## config.mk

```make
export PLATFORM = sky130hd
export DESIGN_NAME = pbr_bridge_perr
export DESIGN_NICKNAME = d
export VERILOG_FILES = /design/src/common/pbr_pkg.sv /design/src/pbr_par_fwd.sv /design/src/pbr_perr_gen.sv /design/src/pbr_bridge_perr.sv
export VERILOG_INCLUDE_DIRS = /design/src /design/src/common
export SDC_FILE = /design/constraint.sdc
export NUM_CORES = 1
export LEC_CHECK = 0
export ABC_AREA = 1
export ABC_CLOCK_PERIOD_IN_PS = 1400
export BUFFER_PORTS_ARGS = -buffer_cell sky130_fd_sc_hd__buf_2
export CAP_MARGIN = 5
export CORE_MARGIN = 2
export CORE_UTILIZATION = 37
export DETAILED_ROUTE_END_ITERATION = 10
export PLACE_DENSITY = 0.67
export SETUP_SLACK_MARGIN = 0.2
export SLEW_MARGIN = 20
export SYNTH_ARGS = -nofsm -noshare
export SYNTH_HDL_FRONTEND = slang
export SYNTH_HIERARCHICAL = 1
export SYNTH_SLANG_ARGS = --single-unit
export TNS_END_PERCENT = 100
```

## constraint.sdc

```tcl
create_clock -name clk_i -period 1.4 [get_ports clk_i]
set_clock_uncertainty 0.05 [all_clocks]
set_input_delay 0.21 -clock clk_i [delete_from_list [all_inputs] [get_ports clk_i]]
set_output_delay 0.21 -clock clk_i [all_outputs]
set_load 0.01 [all_outputs]
```

## src/common/pbr_params.svh

```systemverilog
`ifndef PBR_PARAMS_SVH
`define PBR_PARAMS_SVH

// register byte offsets
`define PBR_ADR_CTRL     4'h0
`define PBR_ADR_STATUS   4'h4
`define PBR_ADR_IRQ_ST   4'h8
`define PBR_ADR_IRQ_MASK 4'hc

// control layout, response bit of bus b sits at PBR_C_RESP + b
`define PBR_CTRL_W   4
`define PBR_CTRL_RST 4'h0
`define PBR_C_RESP   0
`define PBR_C_SERREN 2
`define PBR_C_PWDIS  3

// status layout: detected 1:0, data parity detected 3:2, signaled serr 4
`define PBR_ST_W     5
`define PBR_ST_RST   5'h00
`define PBR_ST_DET   0
`define PBR_ST_DPD   2
`define PBR_ST_SERR  4

// perr asserts this many cycles after the data transfer
`define PBR_PERR_DLY 2

`endif

```

## src/common/pbr_pkg.sv

```systemverilog
package pbr_pkg;

	typedef enum logic [1:0] {
		PBR_READ,
		PBR_POSTED,
		PBR_DELAYED
	} pbr_kind_t;

	// data phase in which the bridge takes data on a bus
	typedef struct packed {
		logic        valid;
		pbr_kind_t   kind;
		logic [31:0] data;
		logic [3:0]  be;
		logic        par;
	} pbr_phase_t;

	// data phase handed to the master of the opposite bus
	typedef struct packed {
		logic        valid;
		logic [31:0] data;
		logic [3:0]  be;
		logic        par;
		logic        fwd;
	} pbr_fwd_t;

	// write data phase delivered as master, with the target's perr
	typedef struct packed {
		logic valid;
		logic posted;
		logic perr;
		logic fwd;
	} pbr_report_t;

endpackage

```

## src/pbr_par_fwd.sv

```systemverilog
`timescale 1ns/100ps
`default_nettype none

module pbr_par_fwd
	import pbr_pkg::*;
(
	// system
	input  wire logic       clk_i,
	input  wire logic       rst_i,
	// incoming phase
	input  wire pbr_phase_t phase_i,
	output logic            err_o,
	// forwarded phase
	output pbr_fwd_t        fwd_o
);

	wire logic bad;

	// even parity over data, byte enables and par
	assign bad   = ^{phase_i.data, phase_i.be, phase_i.par};
	assign err_o = phase_i.valid & bad;

	always_ff @(posedge clk_i)
	begin
		if (rst_i)
			fwd_o <= '0;
		else
		begin
			fwd_o.valid <= phase_i.valid;
			fwd_o.data  <= phase_i.data;
			fwd_o.be    <= phase_i.be;
			fwd_o.par   <= (^{phase_i.data, phase_i.be}) ^ err_o;
			fwd_o.fwd   <= err_o;
		end
	end

endmodule

`default_nettype wire

```

## src/pbr_perr_gen.sv

```systemverilog
`timescale 1ns/100ps
`default_nettype none
`include "pbr_params.svh"

module pbr_perr_gen #(
	parameter int DLY = `PBR_PERR_DLY
) (
	// system
	input  wire logic clk_i,
	input  wire logic rst_i,
	// request at the data transfer
	input  wire logic req_i,
	// perr pin
	output logic      perr_n_o,
	output logic      perr_oe_o
);

	logic [DLY-1:0] sh;
	logic           hold;

	always_ff @(posedge clk_i)
	begin
		if (rst_i)
		begin
			sh   <= '0;
			hold <= 1'b0;
		end
		else
		begin
			sh   <= {sh[DLY-2:0], req_i};
			hold <= sh[DLY-1];
		end
	end

	// drive low, then one cycle high before release
	assign perr_n_o  = ~sh[DLY-1];
	assign perr_oe_o = sh[DLY-1] | hold;

endmodule

`default_nettype wire

```

## src/pbr_bridge_perr.sv

```systemverilog
`timescale 1ns/100ps
`default_nettype none
`include "pbr_params.svh"

// Operation
// - primary write error drives primary perr after two
// - primary posted error sets primary detected bit
// - bad primary parity reproduced onto secondary bus
// - secondary write error drives secondary perr after two
// - secondary posted error sets secondary detected bit
// - bad secondary parity reproduced onto primary bus
// - secondary target perr sets secondary parity detected
// - downstream target perr raises serr when all enabled, except posted writes while PWDIS is set
// - primary target perr sets primary parity detected
// - upstream target perr raises serr when all enabled
// - never serr for parity the bridge forwarded
// - primary detected bit only for primary-bus errors
// - secondary detected bit only for secondary-bus errors
module pbr_bridge_perr
	import pbr_pkg::*;
#(
	parameter int ADR_W = 4
) (
	// system
	input  wire logic             clk_i,
	input  wire logic             rst_i,
	// wishbone slave
	input  wire logic             cyc_i,
	input  wire logic             stb_i,
	input  wire logic             we_i,
	input  wire logic [ADR_W-1:0] adr_i,
	input  wire logic [31:0]      dat_i,
	input  wire logic [3:0]       sel_i,
	output logic      [31:0]      dat_o,
	output logic                  ack_o,
	// primary bus
	input  wire pbr_phase_t       p_tgt_i,
	input  wire pbr_report_t      p_rep_i,
	output pbr_fwd_t              p_fwd_o,
	output logic                  p_perr_n_o,
	output logic                  p_perr_oe_o,
	output logic                  p_serr_n_o,
	output logic                  p_serr_oe_o,
	// secondary bus
	input  wire pbr_phase_t       s_tgt_i,
	input  wire pbr_report_t      s_rep_i,
	output pbr_fwd_t              s_fwd_o,
	output logic                  s_perr_n_o,
	output logic                  s_perr_oe_o,
	// interrupt
	output logic                  irq_o
);

	// index 0 is the primary bus, index 1 the secondary bus
	pbr_phase_t  tgt      [2];
	pbr_report_t rep      [2];
	pbr_fwd_t    fwd      [2];
	logic [1:0]  err;
	logic [1:0]  perr_req;
	logic [1:0]  perr_n;
	logic [1:0]  perr_oe;
	logic [1:0]  rep_dpd;
	logic [1:0]  rep_serr;

	logic [`PBR_CTRL_W-1:0] ctrl;
	logic [`PBR_ST_W-1:0]   status;
	logic [`PBR_ST_W-1:0]   irq_st;
	logic [`PBR_ST_W-1:0]   irq_mask;
	logic                   serr;

	assign tgt[0] = p_tgt_i;
	assign tgt[1] = s_tgt_i;
	assign rep[0] = p_rep_i;
	assign rep[1] = s_rep_i;

	wire logic both_resp;
	assign both_resp = ctrl[`PBR_C_RESP] & ctrl[`PBR_C_RESP + 1];

	for (genvar b = 0; b < 2; b++)
	begin : g_bus
		pbr_par_fwd u_fwd (
			.clk_i   (clk_i),
			.rst_i   (rst_i),
			.phase_i (tgt[b]),
			.err_o   (err[b]),
			.fwd_o   (fwd[b])
		);

		assign perr_req[b] = err[b] & ctrl[`PBR_C_RESP + b];

		pbr_perr_gen #(
			.DLY (`PBR_PERR_DLY)
		) u_perr (
			.clk_i     (clk_i),
			.rst_i     (rst_i),
			.req_i     (perr_req[b]),
			.perr_n_o  (perr_n[b]),
			.perr_oe_o (perr_oe[b])
		);

		assign rep_dpd[b] = rep[b].valid & rep[b].perr
			& ctrl[`PBR_C_RESP + b];

		assign rep_serr[b] = rep[b].valid & rep[b].perr & ~rep[b].fwd
			& ctrl[`PBR_C_SERREN] & both_resp
			& ~((b == 1) && rep[b].posted && ctrl[`PBR_C_PWDIS]);
	end

	assign s_fwd_o = fwd[0];
	assign p_fwd_o = fwd[1];

	assign p_perr_n_o  = perr_n[0];
	assign p_perr_oe_o = perr_oe[0];
	assign s_perr_n_o  = perr_n[1];
	assign s_perr_oe_o = perr_oe[1];

	// serr is open drain: only the enable moves
	assign p_serr_n_o  = 1'b0;
	assign p_serr_oe_o = serr;

	// events in status layout: serr, dpd[1:0], det[1:0]
	wire logic [`PBR_ST_W-1:0] ev;
	assign ev = {|rep_serr, rep_dpd, err};

	// bus decode
	wire logic wb_hit;
	wire logic wb_fire;
	wire logic wb_wr;
	wire logic wb_rd;
	wire logic sel_ctrl;
	wire logic sel_st;
	wire logic sel_irq;
	wire logic sel_mask;
	wire logic [31:0] rd_data;

	assign wb_hit   = cyc_i & stb_i;
	assign wb_fire  = wb_hit & ack_o;
	assign wb_wr    = wb_fire & we_i & sel_i[0];
	assign wb_rd    = wb_fire & ~we_i;
	assign sel_ctrl = adr_i == ADR_W'(`PBR_ADR_CTRL);
	assign sel_st   = adr_i == ADR_W'(`PBR_ADR_STATUS);
	assign sel_irq  = adr_i == ADR_W'(`PBR_ADR_IRQ_ST);
	assign sel_mask = adr_i == ADR_W'(`PBR_ADR_IRQ_MASK);

	assign rd_data = sel_ctrl ? {{(32-`PBR_CTRL_W){1'b0}}, ctrl}
		: sel_st   ? {{(32-`PBR_ST_W){1'b0}}, status}
		: sel_irq  ? {{(32-`PBR_ST_W){1'b0}}, irq_st}
		: sel_mask ? {{(32-`PBR_ST_W){1'b0}}, irq_mask}
		: 32'h0000_0000;

	// next values: a set in the clearing cycle wins
	wire logic [`PBR_ST_W-1:0] st_clr;
	wire logic [`PBR_ST_W-1:0] irq_clr;
	wire logic [`PBR_ST_W-1:0] next_status;
	wire logic [`PBR_ST_W-1:0] next_irq_st;

	assign st_clr      = (wb_wr && sel_st) ? dat_i[`PBR_ST_W-1:0] : '0;
	assign next_status = (status & ~st_clr) | ev;

	// read clears only the bits that were returned
	assign irq_clr     = (wb_rd && sel_irq) ? dat_o[`PBR_ST_W-1:0] : '0;
	assign next_irq_st = (irq_st & ~irq_clr) | ev;

	assign irq_o = |(irq_st & irq_mask);

	always_ff @(posedge clk_i)
	begin
		if (rst_i)
		begin
			ack_o <= 1'b0;
			dat_o <= 32'h0000_0000;
		end
		else
		begin
			ack_o <= wb_hit & ~ack_o;
			dat_o <= (wb_hit && !ack_o) ? rd_data : dat_o;
		end
	end

	always_ff @(posedge clk_i)
	begin
		if (rst_i)
			ctrl <= `PBR_CTRL_RST;
		else if (wb_wr && sel_ctrl)
			ctrl <= dat_i[`PBR_CTRL_W-1:0];
	end

	always_ff @(posedge clk_i)
	begin
		if (rst_i)
			irq_mask <= `PBR_ST_RST;
		else if (wb_wr && sel_mask)
			irq_mask <= dat_i[`PBR_ST_W-1:0];
	end

	always_ff @(posedge clk_i)
	begin
		if (rst_i)
		begin
			status <= `PBR_ST_RST;
			irq_st <= `PBR_ST_RST;
			serr   <= 1'b0;
		end
		else
		begin
			status <= next_status;
			irq_st <= next_irq_st;
			serr   <= |rep_serr;
		end
	end

	a_pperr_delay: assert property (
		@(posedge clk_i) disable iff (rst_i)
		perr_req[0] |-> ##2 (!p_perr_n_o && p_perr_oe_o))
		else $error("primary perr not driven two cycles after error");

	a_pperr_cause: assert property (
		@(posedge clk_i) disable iff (rst_i)
		(p_perr_oe_o && !p_perr_n_o) |->
			$past(err[0], 2) && $past(ctrl[`PBR_C_RESP], 2))
		else $error("primary perr driven without gated error");

	a_pdet_set: assert property (
		@(posedge clk_i) disable iff (rst_i)
		err[0] |=> status[`PBR_ST_DET])
		else $error("primary detected bit not set");

	a_sfwd_par: assert property (
		@(posedge clk_i) disable iff (rst_i)
		p_tgt_i.valid |=> s_fwd_o.valid
			&& (s_fwd_o.par == $past(p_tgt_i.par))
			&& (s_fwd_o.fwd == $past(err[0])))
		else $error("primary parity not reproduced downstream");

	a_sperr_delay: assert property (
		@(posedge clk_i) disable iff (rst_i)
		perr_req[1] |-> ##1 s_perr_n_o ##1 (!s_perr_n_o && s_perr_oe_o))
		else $error("secondary perr not driven two cycles after error");

	a_sdet_only: assert property (
		@(posedge clk_i) disable iff (rst_i)
		$rose(status[`PBR_ST_DET + 1]) |-> $past(err[1]))
		else $error("secondary detected bit set without secondary error");

	a_pfwd_par: assert property (
		@(posedge clk_i) disable iff (rst_i)
		s_tgt_i.valid |=> p_fwd_o.valid
			&& (p_fwd_o.par == $past(s_tgt_i.par)))
		else $error("secondary parity not reproduced upstream");

	a_sdpd_set: assert property (
		@(posedge clk_i) disable iff (rst_i)
		(s_rep_i.valid && s_rep_i.perr && ctrl[`PBR_C_RESP + 1])
			|=> status[`PBR_ST_DPD + 1])
		else $error("secondary data parity detected not set");

	a_pwdis_serr: assert property (
		@(posedge clk_i) disable iff (rst_i)
		(s_rep_i.valid && s_rep_i.posted && ctrl[`PBR_C_PWDIS]
			&& !rep_serr[0]) |=> !p_serr_oe_o)
		else $error("serr raised with posted write disable set");

	a_serr_fwd: assert property (
		@(posedge clk_i) disable iff (rst_i)
		p_serr_oe_o |-> $past(rep_serr != 2'b00)
			&& status[`PBR_ST_SERR])
		else $error("serr raised without unforwarded enabled cause");

	a_upserr_set: assert property (
		@(posedge clk_i) disable iff (rst_i)
		(p_rep_i.valid && p_rep_i.perr && !p_rep_i.fwd
			&& ctrl[`PBR_C_SERREN] && both_resp) |=> p_serr_oe_o)
		else $error("upstream target perr did not raise serr");

	a_st_sticky: assert property (
		@(posedge clk_i) disable iff (rst_i)
		(status[`PBR_ST_DET] && !(wb_wr && sel_st && dat_i[`PBR_ST_DET]))
			|=> status[`PBR_ST_DET])
		else $error("detected bit lost without write one");

	a_sperr_cause: assert property (
		@(posedge clk_i) disable iff (rst_i)
		(s_perr_oe_o && !s_perr_n_o) |->
			$past(err[1], 2) && $past(ctrl[`PBR_C_RESP + 1], 2))
		else $error("secondary perr driven without gated error");

	a_sdet_set: assert property (
		@(posedge clk_i) disable iff (rst_i)
		err[1] |=> status[`PBR_ST_DET + 1])
		else $error("secondary detected bit not set");

	a_pdet_only: assert property (
		@(posedge clk_i) disable iff (rst_i)
		$rose(status[`PBR_ST_DET]) |-> $past(err[0]))
		else $error("primary detected bit set without primary error");

	a_pdpd_set: assert property (
		@(posedge clk_i) disable iff (rst_i)
		(p_rep_i.valid && p_rep_i.perr && ctrl[`PBR_C_RESP])
			|=> status[`PBR_ST_DPD])
		else $error("primary data parity detected not set");

	a_sdpd_gate: assert property (
		@(posedge clk_i) disable iff (rst_i)
		$rose(status[`PBR_ST_DPD + 1]) |->
			$past(s_rep_i.valid && s_rep_i.perr && ctrl[`PBR_C_RESP + 1]))
		else $error("secondary data parity detected set without cause");

	a_dnserr_set: assert property (
		@(posedge clk_i) disable iff (rst_i)
		(s_rep_i.valid && s_rep_i.perr && !s_rep_i.fwd && ctrl[`PBR_C_SERREN]
			&& both_resp && !(s_rep_i.posted && ctrl[`PBR_C_PWDIS]))
			|=> p_serr_oe_o && status[`PBR_ST_SERR])
		else $error("downstream target perr did not raise serr");

	a_pfwd_flag: assert property (
		@(posedge clk_i) disable iff (rst_i)
		s_tgt_i.valid |=> (p_fwd_o.fwd == $past(err[1]))
			&& (p_fwd_o.data == $past(s_tgt_i.data)))
		else $error("secondary data or error flag not carried upstream");

	a_serr_nofwd: assert property (
		@(posedge clk_i) disable iff (rst_i)
		(p_rep_i.valid && p_rep_i.fwd
			&& !(s_rep_i.valid && s_rep_i.perr && !s_rep_i.fwd))
			|=> !p_serr_oe_o)
		else $error("serr raised for forwarded upstream parity");

	a_st_clear: assert property (
		@(posedge clk_i) disable iff (rst_i)
		(wb_wr && sel_st && dat_i[`PBR_ST_DET] && !ev[`PBR_ST_DET])
			|=> !status[`PBR_ST_DET])
		else $error("detected bit not cleared by write one");

endmodule

`default_nettype wire

```

==> run metrics, run 1 <==
final hold violation count=0; largest net degree at the start of global routing=27; PwrDens=approximately 880 nW/um2; cell count after synthesis=1054; final instance area=10400 um2; status=finished, violations left; Clock Latency Late Sink=360 ps; Crit Path Max Fanout=3; CTS clk-pin slew, worst paths=80 ps; # diodes=0; vias per cell=4.49; Total GRT Usage=18.4%; sequential-to-total area share from yosys stat=33.9%; maximum buffer depth of the clock tree=2; Fin Setup TNS=-93.5 ps; top post-synthesis cells by area=dfxtp_1, nand2_1, nor2_1, inv_1, xnor2_1; worst hold path class=in2reg; Sw Share=33.1%; maximum clock frequency=0.670 GHz; slack of the worst reg-to-reg path=~170 ps; max_cap viols=0; DIE HEIGHT=137 um; #FFs+latches synth=110; Lkg Pwr=5.56 nW; DRT Pass-1 Iters=5; gpl congestion=0.844; Synth Warn #=6; Crit Reg-Reg Startpoint=ack_o$_SDFF_PP0_; nets@finish=1516; boundary pin count=251; crit share post-route=107%; Seq pwr share=36.7%; crit end category=primary output; area delta synth->final=60.5%; startpoint types=flip-flop; clock share of power=28.9%; Rows=48; crit path time final=roughly 1500 ps; final core occ=60.5%; peak supply drop=0.000570 V; first-pass GRT wire length=27.6 mm; drt drc=0; grt ovf=0; top cell type by total area after synthesis=dfxtp_1; clk sink count=110; Max Slew Vio Count=0; crit path kind=reg2out; post-place setup slack=-350 ps; Distinct cells, synth=25; placed cell area=8520 um2; top-area cell type share of the netlist area=33.9%; antenna viol nets, final=0; H-tree depth=3; via count=7235; Die Span X=137 um; port buffer count=approximately 190; RSZ-0062 raised after global routing=true; layout cells sized above 1=about half; critical path arrival=between 1000 and 1500 ps; Detailed Place HPWL=13.2 mm; violated checks=negative setup slack; Comb pwr share=34.4%; clock root cell=clkbuf_16; hold buffers post-CTS=0; CTS buffer count=9; final WL=between 15 and 20 mm; Internal=6.12 mW; Filler Cell Count=1516; WL per Instance=11.7 um; hold wc startpoint=p_tgt_i[19]; First DRT Iteration DRCs=262; Worst Path Required=1140 ps; switching power=3.03 mW; Setup-failing EPs final=1; core box area=17200 um2; initial antenna violation count=0; TritonCTS clock tree=done; Starting Density=37.7%; total power=around 9 mW; vias in the first global route=6429; cell area after synthesis=6500 um2; die area=roughly 19000 um2; Setup crit start=irq_st[1]$_SDFF_PP0_; Avg Cell Area, Syn=roughly 6.2 um2; post-route setup slack=-93.5 ps
-- layout make-up --
class	instances	area [um2]	share of cell area, %
clock buffer	9	225	2.16
tap	225	282	2.70
sequential	110	2210	21.2
clock inverter	7	72.6	0.696
timing repair buffer	346	2590	24.8
multi-input combinational	788	4500	43.1
inverter	128	556	5.33
-- worst paths after layout --
path                                                            end  cells past startpoint
worst max-delay path                                          irq_o                      5
worst min-delay path            g_bus[0].u_fwd/fwd_o[20]$_SDFF_PP0_                      3
worst max register to register                 status[1]$_SDFF_PP0_                      6
worst min register to register     g_bus[1].u_perr/sh[1]$_SDFF_PP0_                      2
-- synthesized netlist by cell type (all sizes together) --
cell    number
a21oi       20
a221oi       1
buf         43
clkbuf      12
conb         1
dfxtp      110
inv        128
nand2      471
nand3       52
nand4        7
nor2       133
nor3         1
o21ai       11
xnor2       38
xor2        26
-- power by group through the flow --
stage               Combinational (mW)  Clock, mW  Sequential [mW]
finish                            3.15       2.65             3.36
CTS                               2.66       2.73             3.36
floorplan                         1.45          0             3.50
global route                      3.47       2.84             3.37
global placement                  2.32          0             3.42
detailed placement                2.38          0             3.43
-- placed cells by master (no fill, tap or decap), types with 2 or more instances in the layout --
cell type,n
a21oi_1,7
a21oi_2,13
buf_12,3
buf_2,123
buf_4,156
buf_6,55
buf_8,7
clkbuf_16,9
clkbuf_4,2
clkinv_2,2
clkinvlp_4,2
conb_1,28
dfxtp_1,104
dfxtp_2,5
inv_1,56
inv_2,44
inv_4,26
inv_6,3
nand2_1,338
nand2_2,122
nand2_4,11
nand3_1,21
nand3_2,30
nand4_1,7
nor2_1,104
nor2_2,9
nor2_4,20
o21ai_0,5
o21ai_1,5
xnor2_1,20
xnor2_2,12
xnor2_4,6
xor2_1,15
xor2_2,10
-- critical path, stage by stage, from the launching register on --
cell      delay (ps)
dfxtp_2          340
nand2_1           50
nand2_1           50
a221oi_2         210
nand2_1           70
buf_2            140
-- sequential cells by signal, indices dropped and copies added (netlist names) --
signal and flops:
p_serr_oe_o 1, irq_mask 5, status 5, g_bus.u_perr/sh 4
dat_o 5, irq_st 5, g_bus.u_fwd/fwd_o 78, ctrl 4
g_bus.u_perr/hold 2, ack_o 1
-- cells by family (layout without fill, tap and decap cells) --
kind of cell	after synthesis	after routing	synth area share, %
simple gates	664	664	42.0
flops	110	110	33.9
xor+xnor	64	64	8.63
buf+inv	183	490	12.8
compound gates	32	32	2.58
other cells	1	28	0.0577
-- timing repair --
item	4_1_cts	5_1_grt
pin swaps	99	168
buffers inserted	20	10
endpoints found under the setup margin	19	27
resized for setup	153	308
-- layer usage --
metal	vias to the layer above	GRT usage, %	wire (um)
met3	35	4.70	1160
met5	-	0	0
li1	3733	-	-
met2	195	32.9	9790
met4	0	7.47	390
met1	3272	20.6	7600
-- stage by stage --
stage | hold WS (ps) | std cells
4_1_cts | 47.9 | 1603
2_1_floorplan | 227 | 1081
5_1_grt | 66.6 | 1613
3_5_place_dp | 349 | 1567
3_3_place_gp | 342 | 1567
6_report | 55.4 | 1613
Power figures use the tool's default switching activity.
==> run 2, diff against run 1 <==
- CTS_BUF_LIST: default -> sky130_fd_sc_hd__clkbuf_4
- MAX_ROUTING_LAYER: default -> met4
==> run 2 against run 1 <==
Effect of this change: the run still ends with negative setup slack left; cell area up 3.9%; core utilization up 2.3 points; sequential power rose by 1%; wire length increased by 4.0%; sequential share of layout area is 0.31 points lower; die area unchanged; hold slack got worse by 25 ps; first-iteration DRC count grew 2.3%; non-clock buffer count is 52 higher; count of clock-buffer cells in the layout is the same; via count up 2.5%; combinational power barely moved; largest cell class unchanged.
==> run metrics, run 2 (synthesis gave the netlist of run 1 again) <==
post-route setup slack=-246 ps; Clock Latency Late Sink=470 ps; max_cap viols=0; Lkg Pwr=about 5.7 nW; crit share post-route=118%; peak supply drop=0.000500 V; PwrDens=approximately 760 nW/um2; RSZ-0062 raised after global routing=true; maximum clock frequency=0.607 GHz; vias per cell=4.45; Total GRT Usage=around 19%; Die Span X=approximately 140 um; worst hold path class=in2reg; Largest Register=g_bus.u_fwd/fwd_o; Max Slew Vio Count=0; clock share of power=20.3%; crit path time final=1650 ps; DIE HEIGHT=137 um; crit path kind=reg2out; final WL=19.7 mm; Crit Path Max Fanout=3; grt ovf=0; Starting Density=approximately 38%; CTS clk-pin slew, worst paths=~180 ps; placed cell area=8520 um2; Worst Path Required=about 1100 ps; slack of the worst reg-to-reg path=roughly 140 ps; Internal=5.38 mW; most common cell after layout, fill and taps aside=nand2_1; maximum buffer depth of the clock tree=2; violated checks=negative setup slack; die area=18600 um2; port buffer count=187; hold depth=4; clk sink count=110; CTS buffer count=9; Setup-failing EPs final=1; crit end category=primary output; WL per Instance=11.8 um; layout cells sized above 1=47.2%; largest net degree at the start of global routing=27; First DRT Iteration DRCs=268; startpoint types=flip-flop; Register-to-Register Path Depth=5; Rows=48; final instance area=10800 um2; first-pass GRT wire length=28.7 mm; nets@finish=1568; status=finished, violations left; vias in the first global route=approximately 6700; Comb pwr share=38.5%; register area=2260 um2; TritonCTS clock tree=done; antenna viol nets, final=0; switching power=between 2 and 3 mW; Sw Share=34.8%; Detailed Place HPWL=13.2 mm; gpl congestion=0.857; area of the multi-input gates=4390 um2; final core occ=62.8%; DRT Pass-1 Iters=5; total power=8.26 mW; boundary pin count=251; area delta synth->final=66.7%; Hold WS=30.2 ps; critical path arrival=1390 ps; Fin Setup TNS=-246 ps; Seq pwr share=41.2%; clock root cell=clkbuf_4; via count=7413; max reg flops=78; final hold violation count=0; Filler Cell Count=~1500; initial antenna violation count=1; most frequent cells in the layout=nand2_1, buf_4, nor2_1, nand2_2, buf_2; core box area=17200 um2; drt drc=0; H-tree depth=3
-- run 2: cell types whose count changed in the layout (fill, tap and decap cells not counted), sizes merged --
cell | before | now
buf | 344 | 327
diode | 0 | 1
clkbuf | 11 | 13
dlygate4sd3 | 0 | 67
-- run 2: repair_timing --
action / 4_1_cts / 5_1_grt
gates resized for setup: 86 / 364
hold buffers: 67 / 0
setup buffers: 9 / 6
endpoints found under the hold margin: 80 / 0
setup endpoints to repair: 103 / 118
pin swaps: 22 / 147
-- run 2: power by group through the flow --
stage | clock (mW) | sequential (mW) | combinational, mW
global placement | 0 | 3.42 | 2.32
CTS | 1.77 | 3.39 | 2.62
finish | 1.68 | 3.40 | 3.18
global route | 1.87 | 3.42 | 3.52
detailed placement | 0 | 3.43 | 2.38
floorplan | 0 | 3.50 | 1.45
-- run 2: final timing paths --
check                                                 startpoint                                   to
worst min-delay path                                 p_tgt_i[11]  g_bus[0].u_fwd/fwd_o[12]$_SDFF_PP0_
worst min register to register  g_bus[0].u_perr/sh[0]$_SDFF_PP0_     g_bus[0].u_perr/sh[1]$_SDFF_PP0_
worst max-delay path                        irq_st[1]$_SDFF_PP0_                                irq_o
worst max register to register                  ack_o$_SDFF_PP0_             irq_mask[1]$_SDFFE_PP0P_
-- run 2: metal layers --
| layer | track usage [%] | wire length [um] |
|---|---|---|
| met1 | 22.3 | 7830 |
| met2 | 33.8 | 10300 |
| met3 | 3.59 | 1150 |
| met4 | 6.71 | 378 |
| met5 | - | 0 |
-- run 2: critical path, stage by stage, from the launching register on --
cell and delay (ps):
dfxtp_2 370, nand2_1 60, nand2_1 60, a221oi_2 210, nand2_1 70, buf_2 140
-- run 2: per-stage QoR --
| stage | setup slack, ps | cells |
|---|---|---|
| 5_1_grt | -351 | 1666 |
| 6_report | -246 | 1666 |
| 2_1_floorplan | -29.5 | 1081 |
| 4_1_cts | -279 | 1659 |
| 3_3_place_gp | -310 | 1567 |
| 3_5_place_dp | -350 | 1567 |
-- run 2: layout make-up --
type	count	share of cell area, %
Clock buffer	9	0.624
Tap cell	225	2.60
Inverter	128	4.78
Sequential cell	110	20.9
Clock inverter	7	0.670
Antenna cell	1	0.0231
Multi-Input combinational cell	788	40.5
Timing Repair Buffer	398	29.9
